## src/core/smx_pkg.sv

```systemverilog
// package: constants and types for the move/io instruction executor
// Behaviour
// - opcode bit meaning flips with role
// - move needs connection, in either role
// - target drives phase lines from field
// - command group sets descriptor length count
// - vendor groups obey vendor unique enable
// - kept zero count in groups 3 and 4 raises illegal interrupt
// - target chained receive parks odd byte
// - target atn or parity halts, now or later
// - initiator waits unserviced req, latches phase
// - initiator chained parks odd byte either way
// - mismatch interrupts, match transfers count
// - message out drops atn on last handshake
// - message in leaves ack asserted at end
// - phase codes in ascending binary order
// - count down, address up, then fetch
// - start address, indirect, table indirect fetches
// - io opcode map per role
// - reselect arbitrates, retries, fetches on win
// - selected before win jumps alternate
// - target disconnect releases all scsi outputs
// - wait select continue or jump alternate
// - set clear ack atn role carry
// - target set clear leaves bus alone
// - table address is base plus offset
package smx_pkg;

  // ****************************************
  // register offsets (plain port)
  // ****************************************
  localparam logic [3:0] SMX_ADDR_CMD = 4'h0;
  localparam logic [3:0] SMX_ADDR_ARG = 4'h1;
  localparam logic [3:0] SMX_ADDR_COUNT = 4'h2;
  localparam logic [3:0] SMX_ADDR_NEXT = 4'h3;
  localparam logic [3:0] SMX_ADDR_BASE = 4'h4;
  localparam logic [3:0] SMX_ADDR_CTRL = 4'h5;
  localparam logic [3:0] SMX_ADDR_STATUS = 4'h6;
  localparam logic [3:0] SMX_ADDR_RESID = 4'h7;
  localparam logic [3:0] SMX_ADDR_OWNID = 4'h8;
  localparam logic [3:0] SMX_ADDR_FETCH = 4'h9;

  // control register bit positions
  localparam int SMX_CTL_GO = 0;
  localparam int SMX_CTL_VUE = 1;
  localparam int SMX_CTL_NOHALT = 2;
  localparam int SMX_CTL_TARGET = 3;
  localparam int SMX_CTL_SIGNAL_PROCESS_BIT = 4;
  localparam int SMX_CTL_CARRY = 5;
  localparam int SMX_CTL_ACK = 6;
  localparam int SMX_CTL_ATN = 7;
  localparam int SMX_CTL_SELATN = 8;

  // status bit positions (status register low byte)
  localparam int SMX_ST_BUSY = 0;
  localparam int SMX_ST_ILLEGAL = 1;
  localparam int SMX_ST_MISMATCH = 2;
  localparam int SMX_ST_HALT = 3;
  localparam int SMX_ST_ALT = 4;
  localparam int SMX_ST_FETCH = 5;

  // instruction fields
  localparam int SMX_TYPE_HI = 31;
  localparam int SMX_IND_BIT = 29;
  localparam int SMX_TBL_BIT = 28;
  localparam int SMX_OPC_BIT = 27;
  localparam int SMX_PHASE_LO = 24;
  localparam int SMX_IOOP_LO = 27;
  localparam int SMX_ACK_BIT = 6;
  localparam int SMX_ATN_BIT = 3;
  localparam int SMX_ROLE_BIT = 9;
  localparam int SMX_CARRY_BIT = 10;
  localparam int SMX_DEST_LO = 16;

  localparam logic [1:0] SMX_TYPE_MOVE = 2'h0;
  localparam logic [1:0] SMX_TYPE_IO = 2'h1;
  localparam logic [31:0] SMX_RESET_WORD = 32'h0000_0000;
  localparam logic [23:0] SMX_COUNT_ZERO = 24'h00_0000;
  localparam logic [23:0] SMX_CDB6 = 24'h00_0006;
  localparam logic [23:0] SMX_CDB10 = 24'h00_000a;
  localparam logic [23:0] SMX_CDB12 = 24'h00_000c;

  typedef enum logic [2:0] {
    SMX_PH_DOUT = 3'h0,
    SMX_PH_DIN = 3'h1,
    SMX_PH_CMD = 3'h2,
    SMX_PH_STAT = 3'h3,
    SMX_PH_RSVO = 3'h4,
    SMX_PH_RSVI = 3'h5,
    SMX_PH_MOUT = 3'h6,
    SMX_PH_MIN = 3'h7
  } smx_phase_t;

  typedef enum logic [2:0] {
    SMX_IO_RESEL = 3'h0,
    SMX_IO_DISC = 3'h1,
    SMX_IO_WSEL = 3'h2,
    SMX_IO_SET = 3'h3,
    SMX_IO_CLR = 3'h4
  } smx_ioop_t;

endpackage : smx_pkg

```

## src/core/smx_bus_if.sv

```systemverilog
// interface: byte stream between executor and mover
`timescale 1ns/1ns
`default_nettype none
interface smx_bus_if;
  logic req;
  logic send;
  logic done;
  logic odd;
  logic [7:0] last_byte;
  logic [7:0] first_byte;
  logic first_valid;
  modport exec (output req, output send, input done, input odd, input last_byte,
    input first_byte, input first_valid);
  modport mover (input req, input send, output done, output odd, output last_byte,
    output first_byte, output first_valid);
endinterface : smx_bus_if
`default_nettype wire

```

## src/core/smx_cdb_len.sv

```systemverilog
// command group decoder: descriptor length from first command byte
`timescale 1ns/1ns
`default_nettype none
module smx_cdb_len (
  // command byte and mode
  input wire logic [7:0] cmd_byte,
  input wire logic vue,
  input wire logic [23:0] prog_count,
  // result
  output logic [23:0] count,
  output logic illegal
);
  import smx_pkg::*;
  logic [2:0] grp;
  always_comb begin
    grp = cmd_byte[7:5];
    count = prog_count;
    illegal = 1'b0;
    case (grp)
      3'h0: count = SMX_CDB6;
      3'h1, 3'h2: count = SMX_CDB10;
      3'h5: count = SMX_CDB12;
      3'h6, 3'h7: begin
        // vendor groups take a six byte block unless enabled
        if (!vue) begin
          count = SMX_CDB6;
        end
      end
      default: begin
        illegal = (prog_count == SMX_COUNT_ZERO);
      end
    endcase
    if (vue && (grp == 3'h6 || grp == 3'h7)) begin
      illegal = 1'b0;
    end
  end
endmodule : smx_cdb_len
`default_nettype wire

```

## src/core/smx_mover.sv

```systemverilog
// byte mover: counts the bytes of a move up to its count and reports odd end and first byte
`timescale 1ns/1ns
`default_nettype none
module smx_mover (
  // clock and reset
  input wire logic clk,
  input wire logic nrst,
  input wire logic ce,
  // byte side
  input wire logic byte_stb,
  input wire logic [7:0] byte_data,
  input wire logic [23:0] count,
  input wire logic wide,
  // executor side
  smx_bus_if.mover bus
);
  import smx_pkg::*;
  typedef struct packed {
    logic [23:0] seen;
    logic [7:0] last;
    logic [7:0] first;
    logic fv;
    logic done;
  } smx_mv_t;
  smx_mv_t s_q, s_d;
  always_comb begin
    s_d = s_q;
    s_d.done = 1'b0;
    if (!bus.req) begin
      s_d.seen = SMX_COUNT_ZERO;
      s_d.fv = 1'b0;
    end else if (byte_stb && !s_q.done) begin
      s_d.seen = s_q.seen + 24'h00_0001;
      s_d.last = byte_data;
      if (!s_q.fv) begin
        s_d.first = byte_data;
        s_d.fv = 1'b1;
      end
      if (s_q.seen + 24'h00_0001 >= count) begin
        s_d.done = 1'b1;
      end
    end
  end
  always_ff @(posedge clk or negedge nrst) begin
    if (!nrst) begin
      s_q <= '0;
    end else if (ce) begin
      s_q <= s_d;
    end
  end
  assign bus.done = s_q.done;
  assign bus.odd = wide & s_q.seen[0];
  assign bus.last_byte = s_q.last;
  assign bus.first_byte = s_q.first;
  assign bus.first_valid = s_q.fv;
endmodule : smx_mover
`default_nettype wire

```

## src/core/smx_exec.sv

```systemverilog
// move and io instruction executor, top level
`timescale 1ns/1ns
`default_nettype none
module smx_exec (
  // clock and reset
  input wire logic clk,
  input wire logic nrst,
  input wire logic ce,
  // register port
  input wire logic [3:0] reg_addr,
  input wire logic [31:0] reg_wdata,
  input wire logic reg_wr,
  input wire logic reg_rd,
  output logic [31:0] reg_rdata,
  // fetched word port from memory side
  input wire logic fetch_valid,
  input wire logic [31:0] fetch_data,
  output logic fetch_req,
  output logic [31:0] fetch_addr,
  // data path byte stream
  input wire logic byte_stb,
  input wire logic [7:0] byte_data,
  input wire logic wide,
  input wire logic parity_err,
  // scsi bus state, from pins
  input wire logic msg_line_in,
  input wire logic cd_line_in,
  input wire logic io_line_in,
  input wire logic req_line_in,
  input wire logic ack_line_in,
  input wire logic atn_line_in,
  input wire logic connected_in,
  input wire logic selected_in,
  input wire logic reselected_in,
  input wire logic arb_won_in,
  input wire logic arb_lost_in,
  // scsi drive
  output logic msg_line_out,
  output logic cd_line_out,
  output logic io_line_out,
  output logic ack_line_out,
  output logic atn_line_out,
  output logic drive_oe,
  output logic arb_req,
  output logic [3:0] arb_dest
);
  import smx_pkg::*;

  // ****************************************
  // pin synchronisers
  // ****************************************
  localparam int NSYNC = 11;
  logic [NSYNC-1:0] sy1_q, sy2_q;
  always_ff @(posedge clk or negedge nrst) begin
    if (!nrst) begin
      sy1_q <= '0;
      sy2_q <= '0;
    end else if (ce) begin
      sy1_q <= {msg_line_in, cd_line_in, io_line_in, req_line_in, ack_line_in, atn_line_in,
        connected_in, selected_in, reselected_in, arb_won_in, arb_lost_in};
      sy2_q <= sy1_q;
    end
  end
  logic [2:0] bus_phase;
  logic s_req, s_ack, s_atn, s_conn, s_sel, s_resel, s_won, s_lost;
  assign bus_phase = sy2_q[10:8];
  assign s_req = sy2_q[7];
  assign s_ack = sy2_q[6];
  assign s_atn = sy2_q[5];
  assign s_conn = sy2_q[4];
  assign s_sel = sy2_q[3];
  assign s_resel = sy2_q[2];
  assign s_won = sy2_q[1];
  assign s_lost = sy2_q[0];

  // ****************************************
  // state
  // ****************************************
  typedef enum logic [3:0] {
    SMX_IDLE = 4'h0,
    SMX_DECODE = 4'h1,
    SMX_FETCH1 = 4'h2,
    SMX_FETCH2 = 4'h3,
    SMX_WAITPH = 4'h4,
    SMX_CMDBYTE = 4'h5,
    SMX_XFER = 4'h6,
    SMX_ARB = 4'h7,
    SMX_WSEL = 4'h8,
    SMX_NEXT = 4'h9
  } smx_state_t;

  typedef struct packed {
    smx_state_t st;
    logic [31:0] cmd;
    logic [31:0] arg;
    logic [23:0] count;
    logic [31:0] next_addr;
    logic [31:0] base;
    logic [8:0] ctrl;
    logic [7:0] status;
    logic [7:0] resid;
    logic [7:0] out_latch;
    logic [3:0] own_id;
    logic [2:0] phase_latch;
    logic [7:0] rdata;
    logic chained;
    logic halt_pend;
  } smx_state_s_t;
  smx_state_s_t s_q, s_d;

  smx_bus_if bus ();
  logic [23:0] cdb_count;
  logic cdb_illegal;
  logic is_target;

  smx_cdb_len u_cdb (
    .cmd_byte(byte_data),
    .vue(s_q.ctrl[SMX_CTL_VUE]),
    .prog_count(s_q.count),
    .count(cdb_count),
    .illegal(cdb_illegal)
  );

  smx_mover u_mover (
    .clk(clk),
    .nrst(nrst),
    .ce(ce),
    .byte_stb(byte_stb),
    .byte_data(byte_data),
    .count((s_q.st == SMX_CMDBYTE) ? cdb_count : s_q.count),
    .wide(wide),
    .bus(bus.mover)
  );

  // sign extended table offset added to structure base
  function automatic logic [31:0] smx_tbl_addr(input logic [31:0] b, input logic [23:0] off);
    smx_tbl_addr = b + {{8{off[23]}}, off};
  endfunction : smx_tbl_addr

  assign is_target = s_q.ctrl[SMX_CTL_TARGET];

  // ****************************************
  // sequencer
  // ****************************************
  always_comb begin
    s_d = s_q;
    bus.req = (s_q.st == SMX_XFER) || (s_q.st == SMX_CMDBYTE);
    bus.send = is_target ? s_q.cmd[SMX_PHASE_LO] : ~s_q.cmd[SMX_PHASE_LO];
    // register writes
    if (reg_wr) begin
      if (reg_addr == SMX_ADDR_CMD) begin
        s_d.cmd = reg_wdata;
      end else if (reg_addr == SMX_ADDR_ARG) begin
        s_d.arg = reg_wdata;
      end else if (reg_addr == SMX_ADDR_COUNT) begin
        s_d.count = reg_wdata[23:0];
      end else if (reg_addr == SMX_ADDR_NEXT) begin
        s_d.next_addr = reg_wdata;
      end else if (reg_addr == SMX_ADDR_BASE) begin
        s_d.base = reg_wdata;
      end else if (reg_addr == SMX_ADDR_CTRL) begin
        s_d.ctrl = reg_wdata[8:0];
      end else if (reg_addr == SMX_ADDR_STATUS) begin
        s_d.status = s_q.status & ~reg_wdata[7:0];
      end else if (reg_addr == SMX_ADDR_OWNID) begin
        s_d.own_id = reg_wdata[3:0];
      end
    end
    // register reads, data a cycle later
    s_d.rdata = 8'h00;
    if (reg_rd) begin
      if (reg_addr == SMX_ADDR_STATUS) begin
        s_d.rdata = {s_q.status[7:3], s_q.phase_latch};
      end else if (reg_addr == SMX_ADDR_RESID) begin
        s_d.rdata = s_q.resid;
      end else if (reg_addr == SMX_ADDR_CTRL) begin
        s_d.rdata = s_q.ctrl[7:0];
      end
    end
    case (s_q.st)
      SMX_IDLE: begin
        if (s_q.ctrl[SMX_CTL_GO]) begin
          s_d.ctrl[SMX_CTL_GO] = 1'b0;
          s_d.status[SMX_ST_BUSY] = 1'b1;
          s_d.st = SMX_DECODE;
        end
      end
      SMX_DECODE: begin
        if (s_q.cmd[SMX_TYPE_HI:30] == SMX_TYPE_MOVE) begin
          // opcode meaning flips with role
          s_d.chained = is_target ? s_q.cmd[SMX_OPC_BIT] : ~s_q.cmd[SMX_OPC_BIT];
          s_d.next_addr = s_q.arg;
          if (!s_q.cmd[SMX_TBL_BIT]) begin
            s_d.count = s_q.cmd[23:0];
          end
          if (!s_conn) begin
            s_d.status[SMX_ST_ILLEGAL] = 1'b1;
            s_d.st = SMX_IDLE;
          end else if (s_q.cmd[SMX_TBL_BIT] || s_q.cmd[SMX_IND_BIT]) begin
            s_d.st = SMX_FETCH1;
          end else begin
            s_d.st = SMX_WAITPH;
          end
        end else begin
          case (s_q.cmd[29:27])
            SMX_IO_RESEL: begin
              if (is_target) begin
                s_d.st = SMX_ARB;
              end else begin
                s_d.st = SMX_NEXT;
              end
            end
            SMX_IO_DISC: begin
              if (is_target) begin
                s_d.ctrl[SMX_CTL_ACK] = 1'b0;
                s_d.ctrl[SMX_CTL_ATN] = 1'b0;
              end
              s_d.st = SMX_NEXT;
            end
            SMX_IO_WSEL: begin
              s_d.st = is_target ? SMX_WSEL : SMX_NEXT;
            end
            SMX_IO_SET, SMX_IO_CLR: begin
              // flags in the instruction pick which bits change
              if (s_q.cmd[SMX_ACK_BIT]) begin
                s_d.ctrl[SMX_CTL_ACK] = (s_q.cmd[29:27] == SMX_IO_SET);
              end
              if (s_q.cmd[SMX_ATN_BIT]) begin
                s_d.ctrl[SMX_CTL_ATN] = (s_q.cmd[29:27] == SMX_IO_SET);
              end
              if (s_q.cmd[SMX_ROLE_BIT]) begin
                s_d.ctrl[SMX_CTL_TARGET] = (s_q.cmd[29:27] == SMX_IO_SET);
              end
              if (s_q.cmd[SMX_CARRY_BIT]) begin
                s_d.ctrl[SMX_CTL_CARRY] = (s_q.cmd[29:27] == SMX_IO_SET);
              end
              s_d.st = SMX_NEXT;
            end
            default: begin
              s_d.st = SMX_NEXT; // remaining codes go straight to the next fetch
            end
          endcase
        end
      end
      SMX_FETCH1: begin
        if (fetch_valid) begin
          if (s_q.cmd[SMX_TBL_BIT]) begin
            s_d.count = fetch_data[23:0];
            s_d.st = SMX_FETCH2;
          end else begin
            s_d.next_addr = fetch_data;
            s_d.st = SMX_WAITPH;
          end
        end
      end
      SMX_FETCH2: begin
        if (fetch_valid) begin
          s_d.next_addr = fetch_data;
          s_d.st = SMX_WAITPH;
        end
      end
      SMX_WAITPH: begin
        if (is_target) begin
          s_d.st = (s_q.cmd[26:24] == SMX_PH_CMD) ? SMX_CMDBYTE : SMX_XFER;
        end else if (s_req && !s_ack) begin
          s_d.phase_latch = bus_phase;
          if (bus_phase != s_q.cmd[26:24]) begin
            s_d.status[SMX_ST_MISMATCH] = 1'b1;
            s_d.st = SMX_IDLE;
          end else begin
            s_d.st = SMX_XFER;
          end
        end
      end
      SMX_CMDBYTE: begin
        if (byte_stb) begin
          s_d.count = cdb_count;
          if (cdb_illegal) begin
            s_d.status[SMX_ST_ILLEGAL] = 1'b1;
            s_d.st = SMX_IDLE;
          end else begin
            s_d.st = SMX_XFER;
          end
        end
      end
      SMX_XFER: begin
        if (is_target && (s_atn || parity_err)) begin
          s_d.halt_pend = 1'b1;
        end
        if (is_target && (s_atn || parity_err) && !s_q.ctrl[SMX_CTL_NOHALT]) begin
          s_d.status[SMX_ST_HALT] = 1'b1;
          s_d.halt_pend = 1'b0;
          s_d.st = SMX_IDLE;
        end else if (bus.done) begin
          s_d.next_addr = s_q.next_addr + {8'h00, s_q.count};
          s_d.count = SMX_COUNT_ZERO;
          if (s_q.chained && bus.odd) begin
            if (!bus.send) begin
              s_d.resid = bus.last_byte;
            end else if (!is_target) begin
              s_d.out_latch = bus.last_byte;
            end
          end
          if (!is_target && s_q.cmd[26:24] == SMX_PH_MOUT) begin
            s_d.ctrl[SMX_CTL_ATN] = 1'b0;
          end
          if (!is_target && s_q.cmd[26:24] == SMX_PH_MIN) begin
            s_d.ctrl[SMX_CTL_ACK] = 1'b1;
          end
          if (s_q.halt_pend || (is_target && (s_atn || parity_err))) begin
            s_d.status[SMX_ST_HALT] = 1'b1;
            s_d.halt_pend = 1'b0;
            s_d.st = SMX_IDLE;
          end else begin
            s_d.st = SMX_NEXT;
          end
        end
      end
      SMX_ARB: begin
        if (s_sel || s_resel) begin
          s_d.status[SMX_ST_ALT] = 1'b1;
          s_d.st = SMX_NEXT;
        end else if (s_won) begin
          s_d.st = SMX_NEXT;
        end
      end
      SMX_WSEL: begin
        if (s_sel) begin
          s_d.st = SMX_NEXT;
        end else if (s_resel || s_q.ctrl[SMX_CTL_SIGNAL_PROCESS_BIT]) begin
          s_d.ctrl[SMX_CTL_SIGNAL_PROCESS_BIT] = 1'b0;
          s_d.status[SMX_ST_ALT] = 1'b1;
          s_d.st = SMX_NEXT;
        end
      end
      SMX_NEXT: begin
        s_d.status[SMX_ST_FETCH] = 1'b1;
        s_d.status[SMX_ST_BUSY] = 1'b0;
        s_d.st = SMX_IDLE;
      end
      default: begin
        s_d.st = SMX_IDLE;
      end
    endcase
  end

  always_ff @(posedge clk or negedge nrst) begin
    if (!nrst) begin
      s_q <= '0;
    end else if (ce) begin
      s_q <= s_d;
    end
  end

  // ****************************************
  // outputs
  // ****************************************
  assign reg_rdata = {24'h00_0000, s_q.rdata};
  assign fetch_req = (s_q.st == SMX_FETCH1) || (s_q.st == SMX_FETCH2);
  assign fetch_addr = s_q.cmd[SMX_TBL_BIT]
    ? smx_tbl_addr(s_q.base, s_q.arg[23:0]) + ((s_q.st == SMX_FETCH2) ? 32'h4 : 32'h0)
    : s_q.arg;
  // initiator-only lines gated off in target role
  assign msg_line_out = s_q.cmd[26];
  assign cd_line_out = s_q.cmd[25];
  assign io_line_out = s_q.cmd[24];
  assign drive_oe = is_target && s_conn && (s_q.st == SMX_XFER || s_q.st == SMX_CMDBYTE);
  assign ack_line_out = s_q.ctrl[SMX_CTL_ACK] & ~is_target;
  assign atn_line_out = s_q.ctrl[SMX_CTL_ATN] & ~is_target;
  assign arb_req = (s_q.st == SMX_ARB) && !s_lost;
  assign arb_dest = (s_q.st == SMX_ARB) ? s_q.cmd[SMX_DEST_LO +: 4] : s_q.own_id;
endmodule : smx_exec
`default_nettype wire

```

## config.mk

```make
export PLATFORM = sky130hd
export DESIGN_NAME = smx_exec
export DESIGN_NICKNAME = d
export VERILOG_FILES = /design/src/core/smx_pkg.sv /design/src/core/smx_bus_if.sv /design/src/core/smx_cdb_len.sv /design/src/core/smx_mover.sv /design/src/core/smx_exec.sv
export SDC_FILE = /design/constraint.sdc
export NUM_CORES = 1
export LEC_CHECK = 0
export BUFFER_PORTS_ARGS = -buffer_cell sky130_fd_sc_hd__buf_4
export CAP_MARGIN = 40
export CORE_UTILIZATION = 45
export DETAILED_ROUTE_END_ITERATION = 16
export GPL_ROUTABILITY_DRIVEN = 0
export PLACE_DENSITY = 0.65
export SYNTH_ARGS = -nofsm -noshare
export SYNTH_HDL_FRONTEND = slang
export SYNTH_SLANG_ARGS = --single-unit
```

## constraint.sdc

```tcl
create_clock -name clk -period 4.4 [get_ports clk]
set_input_delay 0.22 -clock clk [delete_from_list [all_inputs] [get_ports clk]]
set_output_delay 0.22 -clock clk [all_outputs]
set_load 0.01 [all_outputs]
```

# Word level (Yosys, flattened, before mapping)
# Cells that the tools add are included.
# word_totals
regBits,262
latchBits,0
ram_bits,0
mem_bits_ro,0
inputBits,96
wordCells,256
mem_count,0
# classes
n_addsub,4
mul,0
n_div,0
order_cmp,1
eq_ne,45
shifts,0
mux,113
n_bitwise,18
reduce_logical,51
# ops
operator,count
two-way mux 105 bit,3
two-way mux 56 bit,4
case mux 24 bit (4 select lines),2
two-way mux 24 bit,7
two-way mux 32 bit,5
case mux 32 bit (4 select lines),1
two-way mux 81 bit,1
two-way mux 4 bit,16
two-way mux 49 bit,1
two-way mux 8 bit,6
two-way mux 1 bit,45
two-way mux 42 bit,1
case mux 4 bit (9 select lines),1
adder 32 x 24 -> 32 bit,1
adder 32 x 3 -> 32 bit,1
adder 32 bit,1
== test 4 x 3 -> 1 bit (second input constant),8
AND reduction 9 bit,3
adder 24 x 1 -> 24 bit (second input constant),1
>= comparator 24 bit,1
zero test 24 bit,1
two-way mux 3 bit,7
== test 3 bit (second input constant),6
two-way mux 9 bit,2
35 further kinds,107

# Depth between registers and ports, before layout
# depth
depth_word,14
depth_mapped,17
depth_no_buf,15

# Modules after synthesis
# A second synthesis with hierarchy kept.
# unflattened
hier_cells,1483
area_unflattened_um2,14614.0
# modules_own_cells
mod,instances,cells_each,area_each_um2,seq_area_each_um2
smx_exec,1,1110,11384.7,4604.4
smx_mover,1,320,2866.5,1051.0
smx_cdb_len,1,53,362.8,0.0

# Worst setup path after synthesis
# OpenSTA, ideal clock, no wires.
# synth_path
path_kind,reg-to-output
from,reg s_q[205] (netlist name)
to,out fetch_addr[29]
arrival_ns,3.541
required_ns,4.180
slack_ns,0.639
stages_incl_launch_ff,14
cell_sequence,dfrtp_1 -> nor2_1 -> and3_1 -> fa_1 -> fa_1 -> a211oi_1 -> nor2_2 -> a41oi_2 -> o21a_1 -> o211a_1 -> o21ai_2 -> o21a_1 -> o21a_1 -> o31ai_1
# synth_via
elab_chain_cells,4
# synth_lines
item,line_no,rtl
start: declaration,smx_exec.sv:109,"smx_state_s_t s_q, s_d;"
start signal: assignment,smx_exec.sv:349,s_q <= '0;
start signal: assignment,smx_exec.sv:351,s_q <= s_d;
== test 4 x 2 -> 1 bit,smx_exec.sv:361,"? smx_tbl_addr(s_q.base, s_q.arg[23:0]) + ((s_q.st == SMX_FETCH2) ? 32'h4 : 32'h0)"
two-way mux 3 bit,smx_exec.sv:361,
adder 32 x 3 -> 32 bit,smx_exec.sv:361,
two-way mux 32 bit,smx_exec.sv:361,
end: declaration,smx_exec.sv:19,"output logic [31:0] fetch_addr,"
# No other way between the ends.

# Final worst setup path
# layout_path
from,reg s_q[204] (netlist name)
to,out fetch_addr[29]
# Same word-level chain as after synthesis.

==> impl_metrics.tcl <==
set metrics [dict create \
    synth_edf_count 0 \
    p_int_w 0.00509 \
    ir_worst_vdd_v 0.000279 \
    drtIter0Drc 823 \
    synth.distinct_cells 75 \
    hold_viol 0 \
    numCtsBuffers 26 \
    core-area_sq_mm 0.0291 \
    slowest_delay_ns 0.47 \
    drtPass1Iterations 5 \
    path_clk_slew_ns 0.06 \
    critPathTopFamily "compound AO/OA/AOI/OAI gates" \
    start_util 0.463 \
    antenna_found_initial 2 \
    synth_xor_area_frac 0.0331 \
    crit_buf_inv 1 \
    clockBufferDepth 3 \
    clockRootBuffer "clkbuf_16" \
    p_sw_frac 0.351 \
    syn-instance-count 1344 \
    max_freq_ghz 0.235 \
    die_w_um 175 \
    synthSimpleGateAreaFrac 0.130 \
    maxCapViolations 0 \
    yosys-top-cells-area "dfrtp_1, mux2_2, ha_1, nand2_1, o21ai_0" \
    fin_skew_ns 0.0121 \
    synth.avg_cell_area_sq_um 10.0 \
    max_slew_margin 0.420 \
    synth_top_family_by_area "compound AO/OA/AOI/OAI gates" \
    synth_fa_ha_area_frac 0.0819 \
    grt_max_degree 156 \
    synth.top_cell.area_share 0.403 \
    clk_latency_ns 0.54 \
    p_leak_nw 7.91 \
    arrival_ns 4.03 \
    ys_warn_count 0 \
    pwr-share-comb 0.356 \
    pwr-share-clk 0.283 \
    synth-main-ff-cell "dfrtp_1" \
    grt_pass1_wl_um 57900 \
    holdPathStages 2 \
    final_layout_size_suffix_gt1_frac 0.267 \
    grt_setup_unrepaired "no" \
    wirelength_um 36000 \
    area_delta_synth_final_pct 21.0 \
    slowest_stage "fa_2" \
    crit_type "reg -> out" \
    switchingPower_w 0.00276 \
    cts_tree "yes" \
    p_total_w 0.00784 \
    worst_pin_slew_ns 0.870 \
    rows 62 \
    setup_viol 0 \
    p_per_area_mw_per_mm2 481 \
    final.setup.tns_ns 0 \
    cts.sinks 217 \
    reg2reg_from "s_q[202]" \
    ff2ff_path_depth 15 \
    grt_pass1_vias 10800 \
    synthMuxAreaShare 0.150 \
    dp_hpwl_um 25200 \
    outcome "finished, final reports clean" \
    ios 172 \
    die_area_sq_mm 0.0306 \
    whs_endpoint "s_q[170]" \
    synth_largest_area_cell "dfrtp_1" \
    cp-end-kind "primary output" \
    drc 0 \
    period_share 0.967 \
    drtAntennaViolNets 0 \
    slew_violations 0 \
    worstReg2RegEnd "u_mover.bus.done" \
    viasPerCell 5.70 \
    synth-compound-area-share 0.160 \
    grtUsageTotal 0.236 \
    cp.required_ns 4.18 \
    seq_area_frac_synth 0.403 \
    synth_async_sr_flop_share 1.00 \
    critPathMaxFanout 5 \
    power_frac_seq 0.360 \
    drt-wirelength-per-cell_um 18.8 \
    num_vias 10900 \
    worst_hold_path_type "in -> reg" \
    path_cells "nor2_4 -> and3_4 -> fa_2 -> fa_2 -> a211oi_2 -> nor2_2 -> a41oi_2 -> o21a_1 -> o211a_1 -> o21ai_2 -> o21a_1 -> o21a_1 -> o31ai_2 -> buf_4" \
    synth_seq_cells 217 \
    cp_common_cell "o21a_1" \
    htreeDepth 1 \
    port_buffers 139 \
    die_h_um 175 \
    syn_area_sq_mm 0.0135 \
    min_from "reg_wdata[0]" \
    reg2reg_slack_ns 0.76 \
    gr-total-overflow 0 \
    nets 1698 \
    min_period_ns 4.25 \
    crit_path_start_kind "flop" \
]
==> cell type report <==
type,instances,area (sq um)
fillers,2561,12800
multi-input cells,1039,7660
flip-flops and latches,217,5430
repair buffers,213,1750
clock buffers,40,803
well taps,384,480
clock inverters,7,98.8
inverters,18,67.6
diodes,1,2.50
==> cells by family after synthesis <==
| kind of cell | after synthesis |
|---|---|
| multiplexers | 182 |
| buffers and inverters | 111 |
| AO/OA/AOI/OAI | 327 |
| adder cells (fa/ha/maj) | 87 |
| XOR/XNOR | 51 |
| other | 1 |
| flip-flops | 217 |
| AND/OR/NAND/NOR | 368 |
==> power groups by stage <==
stage               clock network [W]  logic, W  registers [W]
finish                        0.00222   0.00279        0.00283
global route                  0.00236   0.00313        0.00288
CTS                           0.00227   0.00275        0.00281
detailed placement                  0   0.00268        0.00284
global placement                    0   0.00260        0.00282
floorplan                           0   0.00192        0.00268
==> Yosys cell counts (all sizes together), types with 23 or more instances <==
library cell,number
mux2,161
a21oi,64
xnor2,30
o211ai,25
nand3,25
a22oi,23
nand2,179
nor2,62
buf,55
o21ai,98
clkbuf,38
dfrtp,217
ha,85
==> sequential cells by signal (all words and copies together) (netlist names) <==
name,count
sy2_q,11
sy1_q,11
u_mover.bus.done,1
io_line_out,1
msg_line_out,1
s_q,150
cd_line_out,1
reg_rdata,8
u_mover.s_q,24
u_mover.bus.last_byte,8
is_target,1
==> timing repair <==
action	in CTS	in global routing
hold endpoints to repair	163	0
hold buffers	48	0
setup endpoints to repair	19	7
pin swaps	3	13
resized for setup	8	9
buffers inserted	1	4
==> routing by layer <==
layer,GRT usage,up-vias,routed length [um]
met4,0.0598,0,725
met3,0.0420,45,2300
met2,0.380,317,16600
met1,0.328,5370,16400
met5,0,-,0
li1,-,5199,-
==> cells in the final DEF (no fill, tap or decap), drive strengths merged, types with 30 or more instances in the layout <==
cell type / count
o21ai: 98
ha: 85
dlygate4sd3: 48
a21oi: 64
mux2: 161
buf: 165
xnor2: 30
nand2: 179
clkbuf: 40
dfrtp: 217
nor2: 62
==> worst max path at each step <==
stage	start	depth (start not counted)	to	slack, ns
2_1_floorplan	s_q[205]	13	fetch_addr[29]	0.64
3_3_place_gp	s_q[205]	14	fetch_addr[30]	0.33
3_5_place_dp	s_q[205]	14	fetch_addr[30]	0.29
4_1_cts	s_q[205]	14	fetch_addr[30]	0.02
5_1_grt	s_q[204]	14	fetch_addr[30]	0.03
6_report	s_q[204]	14	fetch_addr[29]	0.15
==> worst reg2reg max path: cells and delay by family, from the launching register on <==
kind	cells	cell delay, ns
DFF	1	0.36
buffers and inverters	1	0.18
and+or+nand+nor	3	0.84
adders and majority gates	1	0.26
AOI/OAI and AO/OA	10	1.86
==> metrics by stage <==
stage | hold slack (ns) | cell area, sq um | setup slack (ns) | instances | utilization
after floorplan | -0.0756 | 13600 | 0.639 | 1367 | -
after global placement | 0.206 | 14800 | 0.327 | 1816 | 0.508
after detailed placement | 0.205 | 14800 | 0.288 | 1818 | 0.509
after CTS | 0.00433 | 16200 | 0.0239 | 1914 | 0.557
after global routing | 0.00802 | 16300 | 0.0266 | 1918 | 0.560
final | 0.0172 | 16300 | 0.146 | 1919 | 0.560
No activity file was read; power rests on OpenSTA's default activity.
